<file path="config.mk">
export PLATFORM = sky130hd
export DESIGN_NAME = cpps_status_page
export DESIGN_NICKNAME = d
export VERILOG_FILES = /design/src/cpps_pkg.sv /design/src/cpps_status_page.sv
export VERILOG_INCLUDE_DIRS = /design/src
export SDC_FILE = /design/constraint.sdc
export NUM_CORES = 1
export LEC_CHECK = 0
export ABC_CLOCK_PERIOD_IN_PS = 2950
export BUFFER_PORTS_ARGS = -buffer_cell sky130_fd_sc_hd__clkbuf_2
export CAP_MARGIN = 5
export CORE_MARGIN = 1.5
export CORE_UTILIZATION = 55
export CTS_CLUSTER_SIZE = 24
export DETAILED_ROUTE_END_ITERATION = 16
export MAX_ROUTING_LAYER = met4
export PLACE_DENSITY = 0.74
export SYNTH_ARGS = -nofsm -noshare
export SYNTH_HDL_FRONTEND = slang
export SYNTH_SLANG_ARGS = --single-unit
</file>
<file path="constraint.sdc">
create_clock -name ref_clk -period 2.95 [get_ports ref_clk]
set_input_delay 0.59 -clock ref_clk [delete_from_list [all_inputs] [get_ports ref_clk]]
set_output_delay 0.59 -clock ref_clk [all_outputs]
set_load 0.02 [all_outputs]
</file>
<file path="src/cpps_regs.svh">
// Purpose: Constants for the per-port status page (offsets, field positions, resets, timing)
// Assumes: Register addresses are 4-bit PHY register numbers
// Notes: Included by the page module; the package does not include it
`ifndef CPPS_REGS_SVH
`define CPPS_REGS_SVH
`define CPPS_ADDR_W 4
`define CPPS_BASE7_ADDR 4'h7
`define CPPS_LINE_STATE_ADDR 4'h8
`define CPPS_SPEED_EVT_ADDR 4'h9
`define CPPS_INT_STATUS_ADDR 4'hA
`define CPPS_INT_MASK_ADDR 4'hB
// Base register 7 layout: page select [7:5], port select [3:0]
`define CPPS_PAGE_LSB 5
`define CPPS_PORT_LSB 0
`define CPPS_STATUS_PAGE 3'h0
`define CPPS_PAGE_RST 3'h0
`define CPPS_PORT_RST 4'h0
// Line/link register: A state [7:6], B state [5:4], child 3, conn 2, bias 1, dis 0
`define CPPS_ASTATE_LSB 6
`define CPPS_BSTATE_LSB 4
`define CPPS_CHILD_BIT 3
`define CPPS_CONN_BIT 2
`define CPPS_BIAS_BIT 1
`define CPPS_DIS_BIT 0
// Speed/event register: speed [7:5], int enable 4, fault 3
`define CPPS_SPEED_LSB 5
`define CPPS_INTEN_BIT 4
`define CPPS_FAULT_BIT 3
`define CPPS_SPEED_MAX 3'h2
// Interrupt status bit 0 is the port-event flag
`define CPPS_EVT_BIT 0
// Debounce times and their cycle counts at 50 MHz
`define CPPS_CLK_HZ 50000000
`define CPPS_CONN_DEB_MS 341
`define CPPS_BIAS_DEB_US 52
`define CPPS_CONN_DEB_CYC ((`CPPS_CLK_HZ / 1000) * `CPPS_CONN_DEB_MS)
`define CPPS_BIAS_DEB_CYC (((`CPPS_CLK_HZ / 1000000) * `CPPS_BIAS_DEB_US))
`endif

</file>
<file path="src/cpps_pkg.sv">
// Purpose: Types for the per-port status page
// Assumes: Constants live in cpps_regs.svh
// Notes: Line-state and speed codes kept as types
package cpps_pkg;
    typedef enum logic [1:0] {
        CPPS_LS_INVALID = 2'h0,
        CPPS_LS_ONE = 2'h1,
        CPPS_LS_ZERO = 2'h2,
        CPPS_LS_Z = 2'h3
    } cpps_line_state_t;

    typedef enum logic [2:0] {
        CPPS_S100 = 3'h0,
        CPPS_S200 = 3'h1,
        CPPS_S400 = 3'h2
    } cpps_speed_t;

    // Raw state of one port from the analog front end and port state logic
    typedef struct packed {
        logic [1:0] pair_a;
        logic [1:0] pair_b;
        logic is_parent;
        logic connected_raw;
        logic bias_raw;
        logic suspended;
        logic resuming;
        logic suspending;
        logic [2:0] peer_speed;
    } cpps_port_in_t;

    // Register bus request
    typedef struct packed {
        logic [3:0] addr;
        logic [7:0] wdata;
        logic wr;
        logic rd;
    } cpps_bus_req_t;
endpackage

</file>
<file path="src/cpps_status_page.sv">
// Purpose: Per-port status and control register page of a two-port cable PHY
// Assumes: Port inputs are asynchronous pins and are synchronised here
// Notes: Bus reset leaves every field of this page unchanged
// Operation
// - Page 0 selected in base register 7 shows the port chosen by port select.
// - An unimplemented selected port reads all page registers as zero.
// - Pair A line state code: 11 Z, 10 zero, 01 one, 00 invalid.
// - Pair B line state uses the same coding as pair A.
// - Role bit 1 for child; disconnected, disabled or suspended ports read child.
// - Connected bit sets after 341 ms stable; hardware reset clears, bus reset keeps.
// - Connected bit means physical attachment only, not an active port.
// - Bias bit reads 1 only after 52 us continuous incoming bias.
// - Writing 1 to disable bit disables port; hardware reset clears, bus reset keeps.
// - Peer speed field: 000 S100, 001 S200, 010 S400; higher codes invalid.
// - Peer speed never reported above 010.
// - Enabled port event sets the global port-event flag and notifies the link.
// - Fault sets, port held suspended, on resume without bias or suspend with bias.
// - Writing 1 clears fault; hardware reset clears, bus reset does not.
// - Port-event flag sets on bias, connect, disable or fault change of enabled port.
// - Four-bit port select numbers from 0; hardware reset clears, bus reset keeps.
//
// The implementer's own choice: strobed register access.
`timescale 1ns/1ns
`include "cpps_regs.svh"
module cpps_status_page #(
    parameter int NUM_PORTS = 2,
    parameter int CONN_DEB_CYC = `CPPS_CONN_DEB_CYC,
    parameter int BIAS_DEB_CYC = `CPPS_BIAS_DEB_CYC
) (
    input wire logic ref_clk,
    input wire logic arst_n,
    input wire logic bus_reset,
    input wire cpps_pkg::cpps_bus_req_t bus_req,
    output logic [7:0] rdata,
    input wire cpps_pkg::cpps_port_in_t [NUM_PORTS-1:0] port_in,
    output logic [NUM_PORTS-1:0] port_disable,
    output logic [NUM_PORTS-1:0] port_hold_suspend,
    output logic link_notify,
    output logic irq
);
    localparam int CW = $clog2(CONN_DEB_CYC + 1);
    localparam int BW = $clog2(BIAS_DEB_CYC + 1);

    cpps_pkg::cpps_port_in_t [NUM_PORTS-1:0] sync1_reg;
    cpps_pkg::cpps_port_in_t [NUM_PORTS-1:0] sync2_reg;
    logic [2:0] page_reg;
    logic [3:0] port_sel_reg;
    logic [NUM_PORTS-1:0] dis_reg;
    logic [NUM_PORTS-1:0] inten_reg;
    logic [NUM_PORTS-1:0] fault_reg;
    logic [NUM_PORTS-1:0] conn_reg;
    logic [NUM_PORTS-1:0] bias_reg;
    logic [CW-1:0] conn_cnt_reg [NUM_PORTS];
    logic [BW-1:0] bias_cnt_reg [NUM_PORTS];
    logic [NUM_PORTS-1:0] conn_d_reg;
    logic [NUM_PORTS-1:0] bias_d_reg;
    logic [NUM_PORTS-1:0] dis_d_reg;
    logic [NUM_PORTS-1:0] fault_d_reg;
    logic evt_flag_reg;
    logic evt_mask_reg;
    logic [7:0] rdata_reg;
    logic [7:0] rdata_next;
    logic page_hit;
    logic port_ok;
    logic [NUM_PORTS-1:0] sel_wr;
    logic [NUM_PORTS-1:0] port_evt;
    logic evt_any;
    logic evt_clr;
    logic wr_base7;
    logic wr_line;
    logic wr_speed;
    logic wr_int_status;
    logic wr_int_mask;
    logic [NUM_PORTS-1:0] status_chg;
    logic [NUM_PORTS-1:0] fault_cond;
    logic [NUM_PORTS-1:0] role_child;

    // Returns the value of one bit field of the write data
    function automatic logic wbit(input logic [7:0] d, input int pos);
        return d[pos];
    endfunction

    // Clamp speed codes to the detectable range
    function automatic logic [2:0] clamp_speed(input logic [2:0] s);
        return (s > `CPPS_SPEED_MAX) ? `CPPS_SPEED_MAX : s;
    endfunction

    // True once a debounce counter has covered its full interval
    function automatic logic deb_done(input int cnt, input int limit);
        return cnt >= limit - 1;
    endfunction

    // One-cycle change of a level against its delayed copy
    function automatic logic changed(input logic now_v, input logic prev_v);
        return now_v ^ prev_v;
    endfunction

    // True when the port select names port number idx
    function automatic logic port_hit(input logic [3:0] sel, input int idx);
        return 32'(sel) == idx;
    endfunction

    // Assembles the base register 7 byte
    function automatic logic [7:0] base7_word(input logic [2:0] page, input logic [3:0] port);
        logic [7:0] w;
        w = 8'h00;
        w[`CPPS_PAGE_LSB +: 3] = page;
        w[`CPPS_PORT_LSB +: 4] = port;
        return w;
    endfunction

    // Assembles the line and link state byte of one port
    function automatic logic [7:0] line_word(
        input cpps_pkg::cpps_port_in_t s,
        input logic child,
        input logic conn,
        input logic bias,
        input logic dis
    );
        logic [7:0] w;
        w = 8'h00;
        w[`CPPS_ASTATE_LSB +: 2] = s.pair_a;
        w[`CPPS_BSTATE_LSB +: 2] = s.pair_b;
        w[`CPPS_CHILD_BIT] = child;
        w[`CPPS_CONN_BIT] = conn;
        w[`CPPS_BIAS_BIT] = bias;
        w[`CPPS_DIS_BIT] = dis;
        return w;
    endfunction

    // Assembles the peer speed and event control byte of one port
    function automatic logic [7:0] speed_word(
        input logic [2:0] speed,
        input logic inten,
        input logic fault
    );
        logic [7:0] w;
        w = 8'h00;
        w[`CPPS_SPEED_LSB +: 3] = clamp_speed(speed);
        w[`CPPS_INTEN_BIT] = inten;
        w[`CPPS_FAULT_BIT] = fault;
        return w;
    endfunction

    // Two-flop synchroniser for all raw port inputs
    // Multi-bit codes may show one mixed sample while the pins change
    always_ff @(posedge ref_clk or negedge arst_n) begin
        if (!arst_n) begin
            sync1_reg <= '0;
            sync2_reg <= '0;
        end else begin
            sync1_reg <= port_in;
            sync2_reg <= sync1_reg;
        end
    end

    assign page_hit = (page_reg == `CPPS_STATUS_PAGE);
    assign port_ok = (32'(port_sel_reg) < NUM_PORTS);

    // Register write decodes
    assign wr_base7 = bus_req.wr && (bus_req.addr == `CPPS_BASE7_ADDR);
    assign wr_line = bus_req.wr && (bus_req.addr == `CPPS_LINE_STATE_ADDR);
    assign wr_speed = bus_req.wr && (bus_req.addr == `CPPS_SPEED_EVT_ADDR);
    assign wr_int_status = bus_req.wr && (bus_req.addr == `CPPS_INT_STATUS_ADDR);
    assign wr_int_mask = bus_req.wr && (bus_req.addr == `CPPS_INT_MASK_ADDR);

    // Base register 7 page and port select; bus reset does not touch them
    always_ff @(posedge ref_clk or negedge arst_n) begin
        if (!arst_n) begin
            page_reg <= `CPPS_PAGE_RST;
            port_sel_reg <= `CPPS_PORT_RST;
        end else if (wr_base7) begin
            page_reg <= bus_req.wdata[`CPPS_PAGE_LSB +: 3];
            port_sel_reg <= bus_req.wdata[`CPPS_PORT_LSB +: 4];
        end
    end

    genvar g;
    generate
        for (g = 0; g < NUM_PORTS; g++) begin : gen_port
            assign sel_wr[g] = page_hit && port_ok && port_hit(port_sel_reg, g);

            // Connection debounce: set only after a full stable interval
            always_ff @(posedge ref_clk or negedge arst_n) begin
                if (!arst_n) begin
                    conn_cnt_reg[g] <= '0;
                    conn_reg[g] <= 1'b0;
                end else if (!sync2_reg[g].connected_raw) begin
                    conn_cnt_reg[g] <= '0;
                    conn_reg[g] <= 1'b0;
                end else if (deb_done(32'(conn_cnt_reg[g]), CONN_DEB_CYC)) begin
                    conn_reg[g] <= 1'b1;
                end else begin
                    conn_cnt_reg[g] <= conn_cnt_reg[g] + 1'b1;
                end
            end

            // Bias debounce
            always_ff @(posedge ref_clk or negedge arst_n) begin
                if (!arst_n) begin
                    bias_cnt_reg[g] <= '0;
                    bias_reg[g] <= 1'b0;
                end else if (!sync2_reg[g].bias_raw) begin
                    bias_cnt_reg[g] <= '0;
                    bias_reg[g] <= 1'b0;
                end else if (deb_done(32'(bias_cnt_reg[g]), BIAS_DEB_CYC)) begin
                    bias_reg[g] <= 1'b1;
                end else begin
                    bias_cnt_reg[g] <= bias_cnt_reg[g] + 1'b1;
                end
            end

            // Disable and interrupt enable controls; bus reset leaves them alone
            always_ff @(posedge ref_clk or negedge arst_n) begin
                if (!arst_n) begin
                    dis_reg[g] <= 1'b0;
                    inten_reg[g] <= 1'b0;
                end else if (bus_req.wr && sel_wr[g]) begin
                    if (wr_line) begin
                        dis_reg[g] <= wbit(bus_req.wdata, `CPPS_DIS_BIT);
                    end
                    if (wr_speed) begin
                        inten_reg[g] <= wbit(bus_req.wdata, `CPPS_INTEN_BIT);
                    end
                end
            end

            // Resume without bias or suspend with bias is a fault
            assign fault_cond[g] = (sync2_reg[g].resuming && !bias_reg[g])
                || (sync2_reg[g].suspending && bias_reg[g]);

            // Fault: hardware set wins over a write-one clear
            always_ff @(posedge ref_clk or negedge arst_n) begin
                if (!arst_n) begin
                    fault_reg[g] <= 1'b0;
                end else if (fault_cond[g]) begin
                    fault_reg[g] <= 1'b1;
                end else if (wr_speed && sel_wr[g] && wbit(bus_req.wdata, `CPPS_FAULT_BIT)) begin
                    fault_reg[g] <= 1'b0;
                end
            end

            // Previous values for change detection
            always_ff @(posedge ref_clk or negedge arst_n) begin
                if (!arst_n) begin
                    conn_d_reg[g] <= 1'b0;
                    bias_d_reg[g] <= 1'b0;
                    dis_d_reg[g] <= 1'b0;
                    fault_d_reg[g] <= 1'b0;
                end else begin
                    conn_d_reg[g] <= conn_reg[g];
                    bias_d_reg[g] <= bias_reg[g];
                    dis_d_reg[g] <= dis_reg[g];
                    fault_d_reg[g] <= fault_reg[g];
                end
            end

            assign status_chg[g] = changed(conn_reg[g], conn_d_reg[g]) || changed(bias_reg[g], bias_d_reg[g])
                || changed(dis_reg[g], dis_d_reg[g]) || changed(fault_reg[g], fault_d_reg[g]);
            assign port_evt[g] = inten_reg[g] && status_chg[g];

            // Disconnected, disabled, suspended or faulted ports report as child
            assign role_child[g] = !sync2_reg[g].is_parent || !conn_reg[g] || dis_reg[g]
                || sync2_reg[g].suspended || fault_reg[g];
        end
    endgenerate

    assign port_disable = dis_reg;
    assign port_hold_suspend = fault_reg;
    assign evt_any = |port_evt;
    assign evt_clr = wr_int_status && bus_req.wdata[`CPPS_EVT_BIT];

    // Global port-event flag: set beats write-one clear
    always_ff @(posedge ref_clk or negedge arst_n) begin
        if (!arst_n) begin
            evt_flag_reg <= 1'b0;
        end else if (evt_any) begin
            evt_flag_reg <= 1'b1;
        end else if (evt_clr) begin
            evt_flag_reg <= 1'b0;
        end
    end

    always_ff @(posedge ref_clk or negedge arst_n) begin
        if (!arst_n) begin
            evt_mask_reg <= 1'b0;
        end else if (wr_int_mask) begin
            evt_mask_reg <= bus_req.wdata[`CPPS_EVT_BIT];
        end
    end

    // Level interrupt follows the flag only while it is unmasked
    assign irq = evt_flag_reg && evt_mask_reg;
    assign link_notify = evt_flag_reg;

    // Read mux for the selected port
    always_comb begin
        int p;
        cpps_pkg::cpps_port_in_t s;
        p = 32'(port_sel_reg);
        s = '0;
        rdata_next = 8'h00;
        // Out-of-range ports keep an all-zero sample
        if (port_ok) begin
            s = sync2_reg[p[$clog2(NUM_PORTS > 1 ? NUM_PORTS : 2)-1:0]];
        end
        unique case (bus_req.addr)
            `CPPS_BASE7_ADDR: begin
                rdata_next = base7_word(page_reg, port_sel_reg);
            end
            `CPPS_LINE_STATE_ADDR: begin
                if (page_hit && port_ok) begin
                    rdata_next = line_word(s, role_child[p], conn_reg[p], bias_reg[p], dis_reg[p]);
                end
            end
            `CPPS_SPEED_EVT_ADDR: begin
                if (page_hit && port_ok) begin
                    rdata_next = speed_word(s.peer_speed, inten_reg[p], fault_reg[p]);
                end
            end
            `CPPS_INT_STATUS_ADDR: begin
                rdata_next[`CPPS_EVT_BIT] = evt_flag_reg;
            end
            `CPPS_INT_MASK_ADDR: begin
                rdata_next[`CPPS_EVT_BIT] = evt_mask_reg;
            end
            default: rdata_next = 8'h00;
        endcase
    end

    always_ff @(posedge ref_clk or negedge arst_n) begin
        if (!arst_n) begin
            rdata_reg <= 8'h00;
        end else begin
            rdata_reg <= bus_req.rd ? rdata_next : 8'h00;
        end
    end

    assign rdata = rdata_reg;
endmodule // cpps_status_page

</file>
Word level (Yosys, flattened, before mapping). Index checks and enable logic that the tools add are counted.

Flip-flop bits (word level): 161. Bits of input ports: 43. Output and inout bits: 14. Word-level logic and storage cells: 194.

Add/sub/neg operators: 4. Magnitude comparators: 8. Eq/ne operators: 14. Muxes and demuxes: 43. Bitwise gates (word level): 8. Reduce and logical (&&, ||, !) cells: 54.

Operators with widths (number): 25-bit two-way mux (4); 25-bit by 1-bit adder with 25-bit output (second input constant) (2); 25-bit >= comparator (second input constant) (2); 12-bit two-way mux (4); 13-bit two-way mux (3); 1-bit two-way mux (26); 12-bit by 1-bit adder with 12-bit output (second input constant) (2); 12-bit >= comparator (second input constant) (2); 8-bit two-way mux (3); 1-bit logical AND (22); 7-bit one-hot mux with 3 select lines (1); 4-bit == test (second input constant) (4); 1-bit logical OR (16); 4-bit by 2-bit < comparator with 1-bit output (second input constant) (2); 2-bit by 1-bit != test with 1-bit output (second input constant) (4); 2-bit != test (second input constant) (4); 2-bit AND reduction (4); 1-bit bitwise XOR (8); 1-bit logical NOT (6); 2-bit nonzero test (3); 1-bit one-hot mux with 5 select lines (1); 4-bit by 1-bit == test with 1-bit output (second input constant) (1); 4-bit by 3-bit == test with 1-bit output (second input constant) (1); 4-bit logical NOT (1); 5 further kinds (5).

Depth between registers and ports, before layout. Gate-level depths: netlist of run 1.

Depth in word-level cells: 10. Gate-level depth with buffers: 8. Depth with buffers taken out: 6.

Worst setup path before layout of run 1. No wires, ideal clock.

Path kind: input to register. From: in bus_req[11] (netlist bit). To: reg dis_reg[0] (netlist: port_disable[0]). Library setup time: 125 ps. Arrival: 2108 ps. Data required time: 2825 ps. Slack: 718 ps. Stages on the path: 5. Buffers on the path: 0. Cells stage by stage: or3b_2 nor4_2 nand2_1 nor2_1 mux2_2.

Longest elaborated chain between the ends: 3.

Ends and longest elaborated chain: start, declared (RTL line cpps_status_page.sv:33) `input wire cpps_pkg::cpps_bus_req_t bus_req,`; 4-bit == test; 1-bit logical AND (RTL line cpps_status_page.sv:162) `` assign wr_line = bus_req.wr && (bus_req.addr == `CPPS_LINE_STATE_ADDR); ``; 2-bit AND reduction (no line); end signal, assigned by index (RTL line cpps_status_page.sv:220) `` dis_reg[g] <= wbit(bus_req.wdata, `CPPS_DIS_BIT); ``; end, declared (RTL line cpps_status_page.sv:48) `logic [NUM_PORTS-1:0] dis_reg;`.

Every way passes these cells. A chain may end at the register's enable or synchronous reset.

Worst setup path in the final report of run 1.
From: reg conn_cnt_reg[40] (netlist bit). To: reg conn_cnt_reg[49] (netlist bit).

Longest elaborated chain between the ends: 3. Elaborated cells between the ends (all ways): 5. Classes of those cells: add/sub: 1; order compare: 1; eq/ne: 1; mux: 2.

Ends and longest elaborated chain: start, declared (RTL line cpps_status_page.sv:53) `logic [CW-1:0] conn_cnt_reg [NUM_PORTS];`; start signal, assigned by index (RTL line cpps_status_page.sv:194) `conn_cnt_reg[g] <= conn_cnt_reg[g] + 1'b1;`; 25-bit by 1-bit adder with 25-bit output (RTL line cpps_status_page.sv:194); 25-bit two-way mux (RTL line cpps_status_page.sv:191) `end else if (deb_done(32'(conn_cnt_reg[g]), CONN_DEB_CYC)) begin`; 25-bit two-way mux (RTL line cpps_status_page.sv:188) `end else if (!sync2_reg[g].connected_raw) begin`.

Parallel ways exist; a longest one is shown, timed or not. The select of a mux whose other input is x is not followed.

==> metrics.txt, run 1 <==
synth warn=0; ANT nets after route=0; ys async rst share=100%; I/O Pins=between 50 and 60; clock power share=between 40% and 50%; RR Endpoint=conn_cnt_reg[49]; Setup crit end kind=flip-flop; max incr delay on CP=roughly 0.62 ns; leading area contributor after synthesis=dfrtp_1; FF+latch count, synth=around 160; floorplan row count=42; crit path time final=2.50 ns; critical path peak fanout=37; Comb pwr share=roughly 6.3%; Post-Synthesis Cells=slightly below 700; number of synthesized flops with an enable pin=0; Reg clk slew, reported paths=0.07 ns; clk_skew=~0.0063 ns; switching power=around 1.2 mW; Max Buffers Root-to-Sink=2; CTS resizes=0; CTS H-tree depth=4; area grow syn2layout=14.0%; r2r startpoint=conn_cnt_reg[40]; r2r setup slk=around 0.45 ns; RSZ-0062 raised after global routing=false; 1st-iter DRT viols=358; Inserted Clock Buffers=17; share of cells above drive strength 1=about 17%; Die ar.=14,200 um2; CP delay by family, top=compound AO/OA/AOI/OAI gates; TritonRoute pass-1 iters=4; initial antenna violation count=0; pwr/cell area=about 560 nW/um2; CP Cell Sequence=nor4_1 > nor2b_1 > o31a_1 > or2_2 > o41ai_1; most frequent cells in the layout=161 x dfrtp_1, 65 x nand2_1, 54 x clkbuf_2; worst ir drop on vdd=roughly 0.42 mV; worst path required time=3.25 ns; gr ovfl total=0; fmax=between 300 and 400 MHz; min-delay worst type=in -> async; Worst Tran Pin Value=between 1 and 1.5 ns; sum of negative setup slack=0 ns; syn_nets=around 740; Main synth FF type=dfrtp_1; final setup violation count=0; first-pass GRT wire length=roughly 26,000 um; max reg flops=50; All-Layer GR Usage=23.4%; most common cell after layout, fill and taps aside=dfrtp_1; max_cap viols=0; CTS hold repair buffers=0; CTS root buf=clkbuf_16; Via Count=around 5,600; Critical Path Start Type=flip-flop; post-detail-place hpwl=a little over 10,000 um; WS Path Type=reg -> reg; Die H=around 120 um; Slew HR=approximately 22%; mapped cell area=7400 um2; number of setup buffers added after CTS=0; Max stage delay cell, worst path=o31a_1; Synth top area share=54.5%; port buffer count=55; Chip Width=between 100 and 150 um; syn avg cell area=between 10 and 15 um2; CTS sink count=161; fin nets=792; cell-internal power=~3.5 mW; # DRC=0; Reg power frac=roughly 50%; Tot Pwr=approximately 4.7 mW; Cell variety after synth=57; TritonCTS clock tree=yes; vias in the first global route=approximately 5,400; CP arrival=roughly 2.8 ns; drt via density=5.99; Pleak=3.60 nW; worst skew pair latency=around 0.42 ns; synth top area cells=dfrtp_1 54%, mux2i_1 5.0%, a21oi_1 3.5%; RD Place Congestion=around 0.87; wirelength, routed=~15,000 um; Starting Density=56.1%; Max Slew Vio Count=0; largest net degree at the start of global routing=slightly below 60; Critical path buffers and inverters=0; CORE AREA=13,200 um2; Ant. Diodes=0; R2R cell count=5; final hold vios=0; period utilization=between 80% and 90%; Sw Share=approximately a quarter; DR WL/cell=approximately 16 um; Layout fillers=around 1,100; run status=completed; register area share after synthesis=a little over half
[stage by stage]
stage | instances | hold WS [ns] | utilization, % | instance area (um2) | setup WS (ns)
floorplan | 691 | 0.294 | - | 7400 | 0.718
global placement | 902 | 0.332 | 59.7 | 7880 | 0.586
detailed placement | 902 | 0.335 | 59.7 | 7880 | 0.417
CTS | 934 | 0.137 | 63.9 | 8430 | 0.421
global route | 934 | 0.161 | 63.9 | 8430 | 0.295
finish | 934 | 0.131 | 63.9 | 8430 | 0.449
[power groups by stage]
stage | Combinational (mW) | Clock [mW] | Sequential, mW
global placement | 0.290 | 0 | 2.43
CTS | 0.305 | 2.07 | 2.40
finish | 0.300 | 2.04 | 2.40
floorplan | 0.185 | 0 | 2.40
global route | 0.337 | 2.18 | 2.42
detailed placement | 0.303 | 0 | 2.44
[cells by family after synthesis]
group / count (synthesis) / synth area share [%]
flip-flops: 161 / 54.5
adder cells (fa/ha/maj): 4 / 0.677
XOR/XNOR: 12 / 1.42
AND/OR/NAND/NOR: 285 / 21.6
buffers and inverters: 45 / 2.45
multiplexers: 53 / 7.60
AO/OA/AOI/OAI: 131 / 11.8
[metal layers]
layer  share of wire [%]  wire (um)  GRT usage, %
met3                 3.5        535          5.41
met5                   0          0             -
met2                  51       7670          37.8
met4                 1.6        240          8.58
met1                  44       6630          29.1
[layout make-up]
cell class,instances,area (um2),share of cell area [%]
Sequential cell,161,4030,47.8
Tap cell,176,220,2.61
Timing Repair Buffer,68,392,4.64
Clock inverter,14,124,1.47
Inverter,12,45.0,0.534
Multi-Input combinational cell,485,3190,37.9
Clock buffer,18,429,5.09
[how the worst max path moves through the flow]
stage	start	end	depth (start not counted)	slack (ns)
2_1_floorplan	bus_req[11]	port_disable[0]	5	0.72
3_3_place_gp	conn_cnt_reg[40]	conn_cnt_reg[49]	5	0.59
3_5_place_dp	conn_cnt_reg[40]	conn_cnt_reg[49]	5	0.42
4_1_cts	conn_cnt_reg[40]	conn_cnt_reg[49]	5	0.42
5_1_grt	conn_cnt_reg[40]	conn_cnt_reg[49]	5	0.30
6_report	conn_cnt_reg[40]	conn_cnt_reg[49]	5	0.45
[cells in the mapped netlist (5+ instances only)]
cell type,n
and4_1,7
nor2_1,26
inv_1,12
nand2b_1,31
or4_1,26
nand2_1,65
xor2_1,8
a21oi_1,51
o21ai_0,14
nor4_1,11
mux2i_1,37
and2_1,5
nand3_1,37
nor4b_1,7
dfrtp_1,161
o31ai_1,27
and3_1,13
clkbuf_1,24
nor3_1,21
a22oi_1,5
mux2_2,15
nand4_1,14
Note: power is estimated with default switching activity, not from simulation.
==> run 2: changes to the inputs <==
--- a/config.mk
+++ b/config.mk
@@ -6,7 +6,8 @@
 export SDC_FILE = /design/constraint.sdc
 export NUM_CORES = 1
 export LEC_CHECK = 0
-export ABC_CLOCK_PERIOD_IN_PS = 2950
+export ABC_AREA = 1
+export ABC_CLOCK_PERIOD_IN_PS = 2400
 export BUFFER_PORTS_ARGS = -buffer_cell sky130_fd_sc_hd__clkbuf_2
 export CAP_MARGIN = 5
 export CORE_MARGIN = 1.5
==> constraint.sdc (replaced) <==
create_clock -name ref_clk -period 2.4 [get_ports ref_clk]
set_input_delay 0.48 -clock ref_clk [delete_from_list [all_inputs] [get_ports ref_clk]]
set_output_delay 0.48 -clock ref_clk [all_outputs]
set_load 0.02 [all_outputs]
==> run 2 against run 1 <==
- power is 29% higher
- die area grew 14%
- global-route usage rose by 2.1 points
- wire length up 23%
- critical path type unchanged
- critical endpoint is now conn_cnt_reg[13]
==> metrics.txt, run 2 <==
mapped cell area=8490 um2; Setup crit end kind=flip-flop; # DRC=0; floorplan row count=45; Post-synth top cells=361 x nand2_1, 206 x nor2_1, 161 x dfrtp_1; min-delay worst type=in -> reg; most instantiated library cell after synthesis=nand2_1; fin nets=between 1,000 and 1,500; Layout fillers=between 1,000 and 1,500; DR WL/cell=between 10 and 15 um; placed cells=roughly 1,400; period utilization=about nine tenths; All-Layer GR Usage=about 26%; Slew HR=a little over half; share of cells above drive strength 1=10.6%; synth top area cells=dfrtp_1 47%, nand2_1 16%, nor2_1 9.1%; final hold vios=0; Critical path buffers and inverters=1; ys async rst share=100%; CTS resizes=0; Place WS=~0.29 ns; max_cap viols=0; TritonRoute pass-1 iters=5; area grow syn2layout=12.7%; sum of negative setup slack=0 ns; run status=completed; fmax=between 400 and 500 MHz; Finished Core Util=63.2%; syn_nets=roughly 1,200; first-pass GRT wire length=roughly 32,000 um; Ant. Diodes=0; Chip Width=around 130 um; Max Buffers Root-to-Sink=2; Starting Density=56.1%; Die ar.=16,200 um2; number of setup buffers added after CTS=0; TritonCTS clock tree=yes; Post-Synthesis Cells=~1,100; max reg flops=50; final setup violation count=0; crit path time final=2.11 ns; Pleak=between 4 and 5 nW; 1st-iter DRT viols=roughly 530; Main synth FF type=dfrtp_1; clk_skew=around 0.009 ns; max incr delay on CP=~0.46 ns; Cell variety after synth=36; Reg clk slew, reported paths=around 0.07 ns; worst path required time=approximately 2.7 ns; CTS root buf=clkbuf_16; initial antenna violation count=0; number of synthesized flops with an enable pin=0; register area share after synthesis=a little under half; critical path peak fanout=24; CTS H-tree depth=4; CORE AREA=15,100 um2; Worst Tran Pin Value=around 0.72 ns; I/O Pins=57; CP arrival=about 2.4 ns; synth warn=0; most frequent cells in the layout=361 x nand2_1, 206 x nor2_1, 161 x dfrtp_1; WS Path Type=reg -> reg; Tot Pwr=around 6 mW; largest net degree at the start of global routing=48; syn avg cell area=7.40 um2; Final Non-Filler Cells=between 1,000 and 1,500; drt via density=around 5; Max Slew Vio Count=0; final worst setup slack=approximately 0.29 ns; cell repeated most along the worst path=nand2_1; wirelength, routed=around 19,000 um; Max stage delay cell, worst path=dfrtp_1; leading area contributor after synthesis=dfrtp_1; CP Cell Sequence=ha_1 > inv_2 > nor2_8 > nand3_2 > nor2_1 > nand2_1 > nand3_4 > nand2_4 > nand2_2 > nand2_1; worst skew pair latency=roughly 0.43 ns; vias in the first global route=6,805; CTS sink count=~160; pwr/cell area=approximately 640 nW/um2; RSZ-0062 raised after global routing=false; most common cell after layout, fill and taps aside=nand2_1; FF+latch count, synth=between 150 and 200; worst ir drop on vdd=0.531 mV; RD Place Congestion=between 0.9 and 1; ANT nets after route=0; post-detail-place hpwl=approximately 13,000 um; Inserted Clock Buffers=17; Synth top area share=roughly 47%; Critical Path Start Type=flip-flop; gr ovfl total=0; port buffer count=55; Via Count=7,209; CTS hold repair buffers=1; Die H=roughly 130 um; CP delay by family, top=simple AND/OR/NAND/NOR gates
==> run 2: worst reg2reg max path, delay by kind of cell (launching register included) <==
kind	cells	cell delay, ns
adders and majority gates	1	0.32
buffers and inverters	1	0.10
DFF	1	0.46
and+or+nand+nor	8	1.11
==> run 2: per-layer routing <==
metal | wire [um] | vias to the layer above | share of wire [%] | track usage [%]
li1 | - | 3688 | - | -
met1 | 8970 | 3346 | 48 | 34.2
met2 | 8670 | 154 | 47 | 40.3
met3 | 688 | 21 | 3.7 | 4.02
met4 | 274 | 0 | 1.5 | 7.82
met5 | 0 | - | 0 | -
==> run 2: worst paths after layout <==
path | endpoint | slack [ns] | start | depth (start not counted)
setup / recovery | conn_cnt_reg[13] | 0.29 | conn_cnt_reg[0] | 10
hold / removal | sync1_reg[20] | 0.15 | port_in[20] | 1
setup reg to reg | conn_cnt_reg[13] | 0.29 | conn_cnt_reg[0] | 10
hold reg to reg | sync2_reg[21] | 0.35 | sync1_reg[21] | 0
max in group asynchronous | evt_mask_reg | 1.26 | arst_n | 3
min in group asynchronous | sync2_reg[13] | 0.49 | arst_n | 2
==> run 2: kinds of logic after synthesis <==
kind of cell | Yosys count | share of synthesized area [%]
buffers and inverters | 131 | 6.53
adder cells (fa/ha/maj) | 4 | 0.590
AND/OR/NAND/NOR | 740 | 36.4
AO/OA/AOI/OAI | 62 | 3.83
multiplexers | 5 | 0.604
XOR/XNOR | 44 | 4.54
flip-flops | 161 | 47.5
==> run 2: through the flow <==
step | cell area, um2 | hold WS, ns
after detailed placement | 8930 | 0.335
after global routing | 9570 | 0.137
after floorplan | 8490 | 0.184
after global placement | 8930 | 0.332
after CTS | 9570 | 0.142
final | 9570 | 0.152
==> run 2: area by class of cell <==
cell class              instances  area [um2]  share of cell area [%]
flip-flops and latches        161        4030                    42.1
multi-input cells             855        3910                    40.8
clock buffers                  18         439                    4.59
repair buffers                 66         392                    4.09
inverters                     100         375                    3.92
well taps                     188         235                    2.46
clock inverters                13         189                    1.98
==> run 2: where the power goes <==
group | switching [mW] | internal, mW
sequential | 0.0591 | 2.81
combinational | 0.241 | 0.112
clock | 1.21 | 1.71
total | 1.51 | 4.63
==> run 3: changes to the inputs <==
--- a/config.mk
+++ b/config.mk
@@ -7,15 +7,15 @@
 export NUM_CORES = 1
 export LEC_CHECK = 0
 export ABC_AREA = 1
-export ABC_CLOCK_PERIOD_IN_PS = 2400
-export BUFFER_PORTS_ARGS = -buffer_cell sky130_fd_sc_hd__clkbuf_2
+export ABC_CLOCK_PERIOD_IN_PS = 2200
 export CAP_MARGIN = 5
 export CORE_MARGIN = 1.5
 export CORE_UTILIZATION = 55
 export CTS_CLUSTER_SIZE = 24
 export DETAILED_ROUTE_END_ITERATION = 16
+export DONT_BUFFER_PORTS = 1
 export MAX_ROUTING_LAYER = met4
-export PLACE_DENSITY = 0.74
+export PLACE_DENSITY = 0.7
 export SYNTH_ARGS = -nofsm -noshare
 export SYNTH_HDL_FRONTEND = slang
 export SYNTH_SLANG_ARGS = --single-unit
==> constraint.sdc (replaced) <==
create_clock -name ref_clk -period 2.2 [get_ports ref_clk]
set_input_delay 0.44 -clock ref_clk [delete_from_list [all_inputs] [get_ports ref_clk]]
set_output_delay 0.44 -clock ref_clk [all_outputs]
set_load 0.02 [all_outputs]
==> run 3 against run 2 <==
- the flow now finishes with violations (hold timing)
- design area decreased by 3.4%
- worst setup slack got worse by 0.043 ns
- count of clock-buffer cells in the layout decreased by 1
- core utilization decreased by 2.2 points
- final cell count decreased by 4.1%
- non-clock buffer count decreased by 58
- combinational power decreased by 27%
- critical path depth unchanged
- sequential share of layout area increased by 1.5 points
- maximum frequency increased by 8.0%
- largest power group is now registers
==> metrics.txt, run 3 (same netlist as run 2, synthesis figures left out) <==
largest net degree at the start of global routing=~160; drt via density=5.20; most frequent cells in the layout=361 x nand2_1, 206 x nor2_1, 161 x dfrtp_1; cell-internal power=between 4 and 5 mW; worst skew pair latency=between 0.4 and 0.5 ns; fmax=511 MHz; most common cell after layout, fill and taps aside=nand2_1; CORE AREA=about 15,000 um2; Slew HR=a little over 50%; TritonRoute pass-1 iters=5; TritonCTS clock tree=yes; number of setup buffers added after CTS=0; failing checks=hold timing; ANT nets after route=0; critical path peak fanout=25; first-pass GRT wire length=between 30,000 and 40,000 um; Critical Path Start Type=flip-flop; placed cells=about 1,300; area grow syn2layout=8.80%; Sw Share=between 20% and 30%; final hold vios=between 150 and 200; Die ar.=16,200 um2; wirelength, routed=about 19,000 um; run status=complete, but fails checks; Tot Pwr=approximately 6.5 mW; CP arrival=2.28 ns; Setup crit end kind=flip-flop; Reg power frac=roughly 48%; min-delay worst type=in -> async; port buffer count=0; I/O Pins=57; floorplan row count=between 40 and 50; clk_skew=0.0127 ns; post-detail-place hpwl=approximately 13,000 um; Max Slew Vio Count=0; gr ovfl total=0; max_cap viols=0; Max Buffers Root-to-Sink=2; fin nets=1,190; DR WL/cell=13.8 um; Comb pwr share=under 10%; final setup violation count=0; crit path time final=approximately 2 ns; CTS sink count=around 160; Starting Density=56.1%; Final Non-Filler Cells=around 1,300; RSZ-0062 raised after global routing=false; worst path required time=approximately 2.5 ns; worst ir drop on vdd=around 0.56 mV; Max stage delay cell, worst path=dfrtp_1; Chip Width=roughly 130 um; WS Path Type=reg -> reg; Via Count=~7,000; vias in the first global route=6,463; CP Cell Sequence=ha_1 > inv_1 > nor2_4 > nand3_1 > nor2_1 > nand2_1 > nand3_2 > nand2_4 > nand2_1 > nand2_1; initial antenna violation count=0; 1st-iter DRT viols=approximately 420; Worst Hold Margin=-0.311 ns; pwr/cell area=between 700 and 800 nW/um2; clock power share=a little under half; cell repeated most along the worst path=nand2_1; max incr delay on CP=0.46 ns; CTS root buf=clkbuf_16; CTS H-tree depth=4; Worst Tran Pin Value=0.726 ns; # DRC=0; period utilization=between 80% and 90%; Die H=~130 um; Inserted Clock Buffers=17; max reg flops=50; Ant. Diodes=0; RD Place Congestion=0.939; Reg clk slew, reported paths=0.07 ns; switching power=between 1.5 and 2 mW; Pleak=around 4.3 nW; sum of negative setup slack=0 ns; All-Layer GR Usage=around a quarter; share of cells above drive strength 1=between 6 and 7%
[run 3: repair_timing]
action,CTS,global route
endpoints found under the hold margin,161,161
setup endpoints to repair,0,1
resized for setup,0,1
[run 3: power groups by stage]
stage / Sequential [mW] / Clock [mW] / Combinational [mW]
finish: 3.13 / 3.10 / 0.259
global route: 3.14 / 3.27 / 0.293
CTS: 3.13 / 3.16 / 0.260
detailed placement: 3.19 / 0 / 0.255
global placement: 3.19 / 0 / 0.252
floorplan: 3.17 / 0 / 0.202
[run 3: metrics by stage]
| step | hold slack (ns) | instance area, um2 | util, % | setup slack (ns) |
|---|---|---|---|---|
| floorplan | 0.144 | 8490 | - | 0.521 |
| global placement | 0.148 | 8610 | 56.8 | 0.238 |
| detailed placement | 0.148 | 8610 | 56.8 | 0.182 |
| CTS | -0.317 | 9230 | 61.0 | 0.176 |
| global route | -0.329 | 9240 | 61.0 | 0.0813 |
| finish | -0.311 | 9240 | 61.0 | 0.244 |
[run 3: final timing paths]
| path | from | to | slack, ns | depth (start not counted) |
|---|---|---|---|---|
| min in group ref_clk | port_in[13] | sync1_reg[13] | 0.02 | 0 |
| max | conn_cnt_reg[25] | conn_cnt_reg[32] | 0.24 | 10 |
| min reg2reg | sync1_reg[20] | sync2_reg[20] | 0.35 | 0 |
| max reg2reg | conn_cnt_reg[25] | conn_cnt_reg[32] | 0.24 | 10 |
| max in group asynchronous | arst_n | conn_cnt_reg[42] | 2.32 | 0 |
| min | arst_n | sync1_reg[11] | -0.31 | 0 |
[run 3: final cells by class]
class                           count  area [um2]
Clock buffer                       17         425
Tap cell                          188         235
Multi-Input combinational cell    855        3910
Timing Repair Buffer                8        60.1
Sequential cell                   161        4030
Inverter                          100         375
Clock inverter                     15         203
Fill cell                        1370        5910
[run 3: critical path: cells and delay by family, from the launching register on]
kind | cells | cell delay [ns]
adder cells (fa/ha/maj) | 1 | 0.30
buffers and inverters | 1 | 0.11
flip-flops | 1 | 0.46
AND/OR/NAND/NOR | 8 | 0.97
[run 3: layer usage]
layer	up-vias	routed length, um	track usage [%]
met3	19	880	5.19
li1	3577	-	-
met5	-	0	-
met2	147	8390	38.7
met4	0	199	6.28
met1	3251	9090	33.6
